## src/rtl/tpc_pkg.sv

```systemverilog
package tpc_pkg;
  // register byte offsets on the cpu i/o port
  localparam logic [7:0] TPC_FLAGS_ADDR = 8'h36;
  localparam logic [7:0] TPC_GTC_ADDR   = 8'h43;
  localparam logic [7:0] TPC_RESET_VAL  = 8'h00;
  // flag register bit positions
  localparam int TPC_BIT_OVF = 0;
  localparam int TPC_BIT_CMPA = 1;
  localparam int TPC_BIT_CMPB = 2;
  localparam int TPC_BIT_CAP = 5;
  // general timer control bit positions
  localparam int TPC_BIT_PSR = 0;
  localparam int TPC_BIT_APSR = 1;
  localparam int TPC_BIT_ICSEL = 6;
  localparam int TPC_BIT_TSM = 7;
  // clock select encodings
  localparam logic [2:0] TPC_CS_STOP = 3'h0;
  localparam logic [2:0] TPC_CS_DIV1 = 3'h1;
  localparam logic [2:0] TPC_CS_DIV8 = 3'h2;
  localparam logic [2:0] TPC_CS_DIV64 = 3'h3;
  localparam logic [2:0] TPC_CS_DIV256 = 3'h4;
  localparam logic [2:0] TPC_CS_DIV1024 = 3'h5;
  localparam logic [2:0] TPC_CS_EXTFALL = 3'h6;
  localparam logic [2:0] TPC_CS_EXTRISE = 3'h7;
  // prescaler width and tap masks (count low bits all ones)
  localparam int TPC_PRE_W = 10;
  localparam logic [9:0] TPC_TAP8 = 10'h007;
  localparam logic [9:0] TPC_TAP64 = 10'h03f;
  localparam logic [9:0] TPC_TAP256 = 10'h0ff;
  localparam logic [9:0] TPC_TAP1024 = 10'h3ff;
  localparam logic [9:0] TPC_PRE_ONE = 10'h001;
  localparam logic [9:0] TPC_PRE_ZERO = 10'h000;
endpackage

```

## src/rtl/tpc_src_if.sv

```systemverilog
`timescale 1ns/1ps
// shared prescaler taps handed to each clock-select channel
interface tpc_src_if;
  logic tick1;
  logic tick8;
  logic tick64;
  logic tick256;
  logic tick1024;
  logic psr_active;
  modport pre (output tick1, tick8, tick64, tick256, tick1024, psr_active);
  modport sel (input tick1, tick8, tick64, tick256, tick1024, psr_active);
endinterface

```

## src/rtl/tpc_top.sv

```systemverilog
`timescale 1ns/1ps
// Summary of operation
// - compare-A irq requested only with enable, global flag and match flag set.
// - overflow irq requested only with enable, global flag and overflow flag set.
// - when capture register is not top, capture flag sets on a detected event at the chosen capture input.
// - when capture register is top, capture flag sets on reaching top.
// - capture flag clears on vector taken or software writing one.
// - compare flags set one timer tick after counter equals compare value.
// - force-compare strobes never set the compare match flags.
// - compare flags clear on vector taken or software writing one.
// - overflow flag sets on counter overflow; clears on vector or write one.
// - select one counts at the full system clock rate.
// - shared prescaler gives taps at divide 8, 64, 256 and 1024.
// - prescaler runs freely regardless of any timer clock select.
// - prescaler reset restarts the phase for every connected timer.
// - pin synchronised each clock, edge detected; seven rising, six falling.
// - pin edge reaches counter enable within 2 to 3 clocks.
// - external edges drive the counter directly, bypassing the divider.
// - in sync mode the prescaler reset bits hold their written value.
// - clearing sync mode clears the reset bits so timers start together.
// - capture select zero picks first capture pin, one picks second.
// - writing prescaler reset resets it; bit self-clears unless sync mode.
module tpc_top
  import tpc_pkg::*;
(
  input  wire logic       clk,              // 10 mhz i/o clock
  input  wire logic       reset,            // async reset, active high
  input  wire logic [7:0] io_addr,          // register byte address
  input  wire logic       io_wr,            // write strobe
  input  wire logic       io_rd,            // read strobe
  input  wire logic [7:0] io_wdata,         // write data
  output logic      [7:0] io_rdata,         // registered read data
  input  wire logic [2:0] t8_clock_select,  // 8-bit timer clock select
  input  wire logic [2:0] t16_clock_select, // 16-bit timer clock select
  input  wire logic       ext_count_pin_a,  // 8-bit timer count pin
  input  wire logic       ext_count_pin_b,  // 16-bit timer count pin
  input  wire logic       capture_pin_first,  // capture pin 0
  input  wire logic       capture_pin_second, // capture pin 1
  input  wire logic       capture_top_mode, // capture register is top
  input  wire logic       cap_edge_rising,  // capture edge polarity
  input  wire logic       ovf_event,        // counter overflow, normal/ctc
  input  wire logic       top_event,        // counter at top
  input  wire logic       match_a,          // counter equals compare a
  input  wire logic       match_b,          // counter equals compare b
  input  wire logic       force_cmp_a,      // force strobe, flag untouched
  input  wire logic       force_cmp_b,      // force strobe, flag untouched
  input  wire logic       global_irq_en,    // global interrupt flag
  input  wire logic       cmp_a_irq_enable, // compare a irq enable
  input  wire logic       cmp_b_irq_enable, // compare b irq enable
  input  wire logic       overflow_irq_enable, // overflow irq enable
  input  wire logic       capture_irq_enable,  // capture irq enable
  input  wire logic       ack_cap,          // capture vector taken
  input  wire logic       ack_cmp_a,        // compare a vector taken
  input  wire logic       ack_cmp_b,        // compare b vector taken
  input  wire logic       ack_ovf,          // overflow vector taken
  output logic            t8_tick,          // 8-bit timer count enable
  output logic            t16_tick,         // 16-bit timer count enable
  output logic            capture_event,    // capture strobe
  output logic            irq_cmp_a,        // compare a request
  output logic            irq_cmp_b,        // compare b request
  output logic            irq_ovf,          // overflow request
  output logic            irq_cap           // capture request
);
  tpc_src_if src ();

  logic [TPC_PRE_W-1:0] pre_r;
  logic                 sync_mode_r;
  logic                 cap_sel_r;
  logic                 psr_r;
  logic                 async_psr_r;
  logic                 cap_a1_r;
  logic                 cap_a2_r;
  logic                 cap_b1_r;
  logic                 cap_b2_r;
  logic                 cap_prev_r;
  logic                 cap_sync;
  logic                 cap_det;
  logic                 cmpa_pend_r;
  logic                 cmpb_pend_r;
  logic                 flag_cap_r;
  logic                 flag_a_r;
  logic                 flag_b_r;
  logic                 flag_ovf_r;
  logic                 wr_flags;
  logic                 wr_gtc;
  logic [7:0]           rd_nxt;

  // register write strobes by address
  assign wr_flags = io_wr && io_addr == TPC_FLAGS_ADDR;
  assign wr_gtc   = io_wr && io_addr == TPC_GTC_ADDR;

  // general timer control: sync mode, capture select, prescaler resets
  always_ff @(posedge clk or posedge reset) begin
    if (reset) begin
      sync_mode_r <= 1'b0;
      cap_sel_r   <= 1'b0;
      psr_r       <= 1'b0;
      async_psr_r <= 1'b0;
    end else if (wr_gtc) begin
      sync_mode_r <= io_wdata[TPC_BIT_TSM];
      cap_sel_r   <= io_wdata[TPC_BIT_ICSEL];
      // reset bits kept only while sync mode is written one
      psr_r <= io_wdata[TPC_BIT_PSR] & io_wdata[TPC_BIT_TSM];
      async_psr_r <= io_wdata[TPC_BIT_APSR] & io_wdata[TPC_BIT_TSM];
    end else if (!sync_mode_r) begin
      psr_r       <= 1'b0;
      async_psr_r <= 1'b0;
    end
  end

  // free-running shared prescaler, cleared by reset request
  always_ff @(posedge clk or posedge reset) begin
    if (reset) pre_r <= TPC_PRE_ZERO;
    else if (src.psr_active) pre_r <= TPC_PRE_ZERO;
    else pre_r <= pre_r + TPC_PRE_ONE;
  end

  // taps pulse one cycle each time the low bits roll over
  assign src.psr_active = psr_r | (wr_gtc & io_wdata[TPC_BIT_PSR]);
  assign src.tick1    = 1'b1;
  assign src.tick8    = (pre_r & TPC_TAP8) == TPC_TAP8;
  assign src.tick64   = (pre_r & TPC_TAP64) == TPC_TAP64;
  assign src.tick256  = (pre_r & TPC_TAP256) == TPC_TAP256;
  assign src.tick1024 = (pre_r & TPC_TAP1024) == TPC_TAP1024;

  // one selector per timer sharing the same prescaler
  tpc_clk_sel u_sel8 (
    .clk     (clk),
    .reset   (reset),
    .src     (src),
    .cs      (t8_clock_select),
    .ext_pin (ext_count_pin_a),
    .tick    (t8_tick)
  );
  tpc_clk_sel u_sel16 (
    .clk     (clk),
    .reset   (reset),
    .src     (src),
    .cs      (t16_clock_select),
    .ext_pin (ext_count_pin_b),
    .tick    (t16_tick)
  );

  // capture pin synchronisers
  always_ff @(posedge clk or posedge reset) begin
    if (reset) begin
      cap_a1_r   <= 1'b0;
      cap_a2_r   <= 1'b0;
      cap_b1_r   <= 1'b0;
      cap_b2_r   <= 1'b0;
      cap_prev_r <= 1'b0;
    end else begin
      cap_a1_r   <= capture_pin_first;
      cap_a2_r   <= cap_a1_r;
      cap_b1_r   <= capture_pin_second;
      cap_b2_r   <= cap_b1_r;
      cap_prev_r <= cap_sync;
    end
  end

  // selected input and its edge
  assign cap_sync = cap_sel_r ? cap_b2_r : cap_a2_r;
  assign cap_det  = cap_edge_rising ? (cap_sync & ~cap_prev_r)
                                    : (~cap_sync & cap_prev_r);

  // capture strobe towards the capture register
  always_ff @(posedge clk or posedge reset) begin
    if (reset) capture_event <= 1'b0;
    else       capture_event <= cap_det & ~capture_top_mode;
  end

  // compare matches held until the next timer tick
  always_ff @(posedge clk or posedge reset) begin
    if (reset) begin
      cmpa_pend_r <= 1'b0;
      cmpb_pend_r <= 1'b0;
    end else if (t16_tick) begin
      cmpa_pend_r <= match_a;
      cmpb_pend_r <= match_b;
    end
  end

  // sticky flags: set wins over clear; forced strobes ignored
  always_ff @(posedge clk or posedge reset) begin
    if (reset) begin
      flag_cap_r <= 1'b0;
      flag_a_r   <= 1'b0;
      flag_b_r   <= 1'b0;
      flag_ovf_r <= 1'b0;
    end else begin
      if ((capture_top_mode ? top_event : cap_det))
        flag_cap_r <= 1'b1;
      else if (ack_cap || (wr_flags && io_wdata[TPC_BIT_CAP]))
        flag_cap_r <= 1'b0;
      if (cmpa_pend_r && t16_tick)
        flag_a_r <= 1'b1;
      else if (ack_cmp_a || (wr_flags && io_wdata[TPC_BIT_CMPA]))
        flag_a_r <= 1'b0;
      if (cmpb_pend_r && t16_tick)
        flag_b_r <= 1'b1;
      else if (ack_cmp_b || (wr_flags && io_wdata[TPC_BIT_CMPB]))
        flag_b_r <= 1'b0;
      if (ovf_event)
        flag_ovf_r <= 1'b1;
      else if (ack_ovf || (wr_flags && io_wdata[TPC_BIT_OVF]))
        flag_ovf_r <= 1'b0;
    end
  end

  // interrupt requests from flags and enables
  always_ff @(posedge clk or posedge reset) begin
    if (reset) begin
      irq_cmp_a <= 1'b0;
      irq_cmp_b <= 1'b0;
      irq_ovf   <= 1'b0;
      irq_cap   <= 1'b0;
    end else begin
      irq_cmp_a <= flag_a_r & cmp_a_irq_enable & global_irq_en;
      irq_cmp_b <= flag_b_r & cmp_b_irq_enable & global_irq_en;
      irq_ovf   <= flag_ovf_r & overflow_irq_enable & global_irq_en;
      irq_cap   <= flag_cap_r & capture_irq_enable & global_irq_en;
    end
  end

  // read mux
  always_comb begin
    rd_nxt = TPC_RESET_VAL;
    if (io_addr == TPC_FLAGS_ADDR) begin
      rd_nxt[TPC_BIT_CAP]  = flag_cap_r;
      rd_nxt[TPC_BIT_CMPB] = flag_b_r;
      rd_nxt[TPC_BIT_CMPA] = flag_a_r;
      rd_nxt[TPC_BIT_OVF]  = flag_ovf_r;
    end else if (io_addr == TPC_GTC_ADDR) begin
      rd_nxt[TPC_BIT_TSM]   = sync_mode_r;
      rd_nxt[TPC_BIT_ICSEL] = cap_sel_r;
      rd_nxt[TPC_BIT_APSR]  = async_psr_r;
      rd_nxt[TPC_BIT_PSR]   = psr_r;
    end
  end

  // registered read data
  always_ff @(posedge clk or posedge reset) begin
    if (reset)      io_rdata <= TPC_RESET_VAL;
    else if (io_rd) io_rdata <= rd_nxt;
  end

  // interrupt request checks
  AST_IRQ_A: assert property (@(posedge clk) disable iff (reset)
    irq_cmp_a |-> $past(flag_a_r && cmp_a_irq_enable && global_irq_en))
    else $error("compare a request without cause");
  AST_IRQ_OVF: assert property (@(posedge clk) disable iff (reset)
    irq_ovf |-> $past(flag_ovf_r && overflow_irq_enable && global_irq_en))
    else $error("overflow request without cause");

  // capture flag and strobe checks
  AST_CAP_SET: assert property (@(posedge clk) disable iff (reset)
    (cap_det && !capture_top_mode) |=> flag_cap_r)
    else $error("capture event lost");
  AST_CAP_EVT: assert property (@(posedge clk) disable iff (reset)
    (cap_det && !capture_top_mode) |=> capture_event)
    else $error("capture strobe missing");
  AST_CAP_TOP: assert property (@(posedge clk) disable iff (reset)
    (capture_top_mode && top_event) |=> flag_cap_r)
    else $error("top did not set capture flag");
  AST_CAP_CLR: assert property (@(posedge clk) disable iff (reset)
    (ack_cap && !(capture_top_mode ? top_event : cap_det)) |=> !flag_cap_r)
    else $error("capture flag not cleared");

  // compare and overflow flag checks
  AST_CMPA_SET: assert property (@(posedge clk) disable iff (reset)
    $rose(flag_a_r) |-> $past(t16_tick && cmpa_pend_r))
    else $error("compare a flag set without match");
  AST_CMPB_SET: assert property (@(posedge clk) disable iff (reset)
    $rose(flag_b_r) |-> $past(t16_tick && cmpb_pend_r))
    else $error("compare b flag set without match");
  AST_CMPA_CLR: assert property (@(posedge clk) disable iff (reset)
    (ack_cmp_a && !(cmpa_pend_r && t16_tick)) |=> !flag_a_r)
    else $error("compare a flag not cleared");
  AST_CMPB_CLR: assert property (@(posedge clk) disable iff (reset)
    (wr_flags && io_wdata[TPC_BIT_CMPB] && !(cmpb_pend_r && t16_tick))
    |=> !flag_b_r)
    else $error("compare b flag not cleared");
  AST_OVF_SET: assert property (@(posedge clk) disable iff (reset)
    ovf_event |=> flag_ovf_r)
    else $error("overflow flag not set");
  AST_OVF_CLR: assert property (@(posedge clk) disable iff (reset)
    (wr_flags && io_wdata[TPC_BIT_OVF] && !ovf_event) |=> !flag_ovf_r)
    else $error("overflow flag not cleared");

  // prescaler checks
  AST_PRE_RUN: assert property (@(posedge clk) disable iff (reset)
    !src.psr_active |=> pre_r == $past(pre_r) + TPC_PRE_ONE)
    else $error("prescaler did not advance");
  AST_TICK_QUIET: assert property (@(posedge clk) disable iff (reset)
    src.psr_active |=> !t8_tick && !t16_tick)
    else $error("count enable during prescaler reset");
  AST_PSR_SELF: assert property (@(posedge clk) disable iff (reset)
    (wr_gtc && io_wdata[TPC_BIT_PSR] && !io_wdata[TPC_BIT_TSM])
    |=> !psr_r && pre_r == TPC_PRE_ZERO)
    else $error("prescaler reset stuck");
  AST_PSR_HOLD: assert property (@(posedge clk) disable iff (reset)
    (sync_mode_r && psr_r && !wr_gtc) |=> psr_r && pre_r == TPC_PRE_ZERO)
    else $error("sync mode lost prescaler reset");
  AST_SYNC_REL: assert property (@(posedge clk) disable iff (reset)
    (wr_gtc && !io_wdata[TPC_BIT_TSM]) |=> !psr_r && !async_psr_r)
    else $error("sync release kept reset bits");
endmodule

```

## src/rtl/tpc_clk_sel.sv

```systemverilog
`timescale 1ns/1ps
// one timer's clock-source selector and external-pin edge detector
module tpc_clk_sel
  import tpc_pkg::*;
(
  input  wire logic       clk,      // system clock
  input  wire logic       reset,    // async reset
  tpc_src_if.sel          src,      // prescaler taps
  input  wire logic [2:0] cs,       // clock select field
  input  wire logic       ext_pin,  // raw external count pin
  output logic            tick      // one-cycle count enable
);
  logic sync1_r;
  logic sync2_r;
  logic edge_r;
  logic tick_nxt;

  // two-stage pin synchroniser then edge history
  always_ff @(posedge clk or posedge reset) begin
    if (reset) begin
      sync1_r <= 1'b0;
      sync2_r <= 1'b0;
      edge_r  <= 1'b0;
    end else begin
      sync1_r <= ext_pin;
      sync2_r <= sync1_r;
      edge_r  <= sync2_r;
    end
  end

  // source multiplexer; external edges bypass the divider
  always_comb begin
    unique case (cs)
      TPC_CS_STOP:    tick_nxt = 1'b0;
      TPC_CS_DIV1:    tick_nxt = src.tick1;
      TPC_CS_DIV8:    tick_nxt = src.tick8;
      TPC_CS_DIV64:   tick_nxt = src.tick64;
      TPC_CS_DIV256:  tick_nxt = src.tick256;
      TPC_CS_DIV1024: tick_nxt = src.tick1024;
      TPC_CS_EXTFALL: tick_nxt = edge_r & ~sync2_r;
      TPC_CS_EXTRISE: tick_nxt = ~edge_r & sync2_r;
    endcase
  end

  // registered enable, pin edge to count in about three cycles
  always_ff @(posedge clk or posedge reset) begin
    if (reset) tick <= 1'b0;
    else       tick <= tick_nxt & ~src.psr_active;
  end

  AST_EXT_RISE: assert property (@(posedge clk) disable iff (reset)
    (cs == TPC_CS_EXTRISE && $rose(sync2_r) && !src.psr_active) |=> tick)
    else $error("rising pin edge gave no count");
  AST_STOP_QUIET: assert property (@(posedge clk) disable iff (reset)
    $past(cs) == TPC_CS_STOP |-> !tick)
    else $error("stopped channel counted");
endmodule

```

## config.mk

```make
export PLATFORM = sky130hd
export DESIGN_NAME = tpc_top
export DESIGN_NICKNAME = d
export VERILOG_FILES = /design/src/rtl/tpc_pkg.sv /design/src/rtl/tpc_src_if.sv /design/src/rtl/tpc_top.sv /design/src/rtl/tpc_clk_sel.sv
export SDC_FILE = /design/constraint.sdc
export NUM_CORES = 1
export LEC_CHECK = 0
export BUFFER_PORTS_ARGS = -buffer_cell sky130_fd_sc_hd__buf_2
export CAP_MARGIN = 20
export CELL_PAD_IN_SITES_DETAIL_PLACEMENT = 0
export CELL_PAD_IN_SITES_GLOBAL_PLACEMENT = 1
export CORE_UTILIZATION = 40
export DETAILED_ROUTE_END_ITERATION = 10
export PLACE_DENSITY_LB_ADDON = 0.1
export SLEW_MARGIN = 20
export SYNTH_ARGS = -nofsm -noshare
export SYNTH_HDL_FRONTEND = slang
export SYNTH_HIERARCHICAL = 1
export SYNTH_SLANG_ARGS = --single-unit
```

## constraint.sdc

```tcl
create_clock -name clk -period 3.05 [get_ports clk]
set_clock_uncertainty 0.05 [all_clocks]
set_input_delay 0.61 -clock clk [delete_from_list [all_inputs] [get_ports clk]]
set_output_delay 0.61 -clock clk [all_outputs]
set_load 0.02 [all_outputs]
```

==> summary.md <==
| Metric | Value |
|---|---|
| Cell Rows | 24 |
| Regs by FF count | pre_r x10, io_rdata x6 |
| Worst EP required | 3.18 ns |
| Yosys reg bits | 44 |
| CTS Buffer Depth | 2 |
| Final WL | 3.876 mm |
| Avg Cell Area, Syn | 12.09 sq um |
| Post_cts resized | 0 |
| Max FFs per register | 10 |
| Crit path DAT | 2.12 ns |
| Clk Latency, worst-skew pair | 0.29 ns |
| Unique masters post-synth | 38 |
| Reg with most FFs | pre_r |
| Worst-path maximum fanout | 6 |
| Wire per inst | 14.20 um |
| Max Clock Freq | 501.6 MHz |
| Drt drc | 8 |
| Area of the mapped netlist | 1911 sq um |
| DP Worst Slack | 0.9025 ns |
| Die area | 5057 sq um |
| Total Power | 0.001267 W |
| Area grow syn2layout | 22.40% |
| Max-cap violations | 0 |
| Hold_buf cts | 0 |
| Vias in the first global route | 1498 |
| DR vias | 1397 |
| Cells after Synth | 158 |
| Period utilization | 0.6537 |
| Hold Crit Class | in -> async |
| DR iter-0 viols | 86 |
| RSZ-0062 raised after global routing | false |
| Die height | 71.11 um |
| Largest net degree at the start of global routing | 26 |
| Global route overflow | 0 |
| Ant. Diodes | 0 |
| Layout cells sized above 1 | 0.3575 |
| Outcome | finished with violations |
| Initial antenna violation count | 0 |
| Fin nets | 269 |
| Fill count | 408 |
| Horiz. Die Dim | 71.11 um |
| Starting density of the core | 0.4270 |
| Main synth FF type | dfrtp_1 |
| Maximum VDD drop | 0.0002856 V |
| Sequential area share after synthesis | 0.5763 |
| H-tree lvl count | 2 |
| I/O pin total | 62 |
| Startpoint types | flip-flop |
| Antenna Nets Post-Route | 0 |
| Largest cells by area after synthesis | dfrtp_1 58%, mux2_2 2.9%, a22o_1 2.8% |
| Power Dens Cells | 541.6 nW/um^2 |
| Hold WS | 0.1569 ns |
| Gr usage total | 0.1692 |
| DRT Pass-1 Iters | 7 |
| Final Max Slew Viols | 0 |
| Clock Tree Root | clkbuf_8 |
| Area share of the largest cell type after synthesis | 0.5763 |
| Port Buffers | 55 |
| Clock sink count | 44 |
| Worst Setup Path Type | reg -> reg |
| Static Leak | 1.186 nW |
| Critical Path End Type | flip-flop |
| Buffer count from post-CTS setup fixing | 0 |
| First-pass GRT wire length | 6.568 mm |
| Fin Setup TNS | 0 ns |
| Final Hold Viols | 0 |
| YS warnings | 6 |
| PnR worst setup slack | 1.056 ns |
| Post-DP HPWL | 3.021 mm |
| Vias per cell | 5.117 |
| Routability cong. | 0.7725 |
| Min Tclk post-route | 1.994 ns |
| CTS Buf Count | 5 |
| Clock transition time at the flip-flop clock pins of the worst setup and hold paths | 0.08 ns |
| Final setup vio count | 0 |
| Core ar. | 4474 sq um |
| Async set-reset flop share out of synthesis | 1.000 |
| TritonCTS clock tree | done |
| Yosys top cell by area | dfrtp_1 |
| Failing checks | DRC |
| EDFF count, synth | 0 |
## critical path, cell delays in order, from the launching register on
cell and delay [ns]:
dfrtp_1 0.41, ha_1 0.25, nand4_1 0.18, nor2_1 0.10, and3_1 0.21, mux4_2 0.45, a22o_1 0.23
## path summary, 6_finish.rpt
| path | cells after the start | from | slack, ns | endpoint |
|---|---|---|---|---|
| hold / removal | 2 | reset | 0.16 | u_sel8/sync1_r |
| setup / recovery | 6 | pre_r[0] | 1.06 | u_sel8/tick |
| setup reg to reg | 6 | pre_r[0] | 1.06 | u_sel8/tick |
| hold reg to reg | 0 | u_sel16/sync1_r | 0.30 | u_sel16/sync2_r |
| max in group asynchronous | 3 | reset | 1.97 | pre_r[4] |
| min in group clk | 0 | u_sel16/sync1_r | 0.30 | u_sel16/sync2_r |
## final cells by class
cell class | instances | area (sq um) | area share
inverter | 11 | 41.29 | 0.01766
clock inverter | 2 | 10.01 | 0.004280
multi-input combinational | 102 | 755.7 | 0.3232
sequential | 44 | 1101 | 0.4708
timing repair buffer | 56 | 282.8 | 0.1209
clock buffer | 6 | 82.58 | 0.03531
tap | 52 | 65.06 | 0.02782
## kinds of logic (layout without fill, tap and decap cells)
logic type	Yosys count	after routing	synth area share
mux	10	10	0.06876
flops	44	44	0.5763
fa+ha+maj	2	2	0.01310
xor+xnor	2	2	0.009170
buf+inv	14	75	0.03208
simple gates	56	56	0.1886
compound gates	28	28	0.1081
other cells	2	4	0.003931
## per-layer routing
metal,vias up,global-route usage,share of wire
met3,6,0.03561,0.051
li1,691,-,-
met1,665,0.2035,0.44
met4,0,0.06444,0.015
met2,35,0.2981,0.50
met5,-,0,0
## report_power, final
group,leakage [nW],internal [W],switching (W)
Sequential,0.562,0.000653,0.0000665
Combinational,0.573,0.0000837,0.0000937
Clock,0.0510,0.000181,0.000189
## per-stage QoR
step	instance area [sq um]	utilization	instances
3_5_place_dp	2246	0.5020	265
3_3_place_gp	2246	0.5020	265
4_1_cts	2338	0.5227	273
6_report	2338	0.5227	273
5_1_grt	2338	0.5227	273
2_1_floorplan	1918	-	160
## synthesized netlist by cell type, drive strengths merged (5+ instances only)
| cell type | number |
|---|---|
| a22o | 6 |
| a21oi | 7 |
| dfrtp | 44 |
| and3 | 5 |
| nor2b | 8 |
| nand3 | 5 |
| mux2 | 5 |
| nand2 | 7 |
| nand4 | 5 |
| nor2 | 10 |
| inv | 11 |
## layout by cell type (no fill, tap or decap), types with 3 or more instances in the layout
master,n
buf_2,55
dfrtp_1,44
inv_1,11
nor2_1,10
nor2b_1,8
a21oi_1,7
a22o_1,6
nand2_1,6
clkbuf_8,6
nand4_1,5
mux2_2,5
and3_1,5
nand3_1,4
conb_1,4
o21ai_0,3
mux2i_1,3
nand2b_1,3
(Power assumes the default switching activity.)
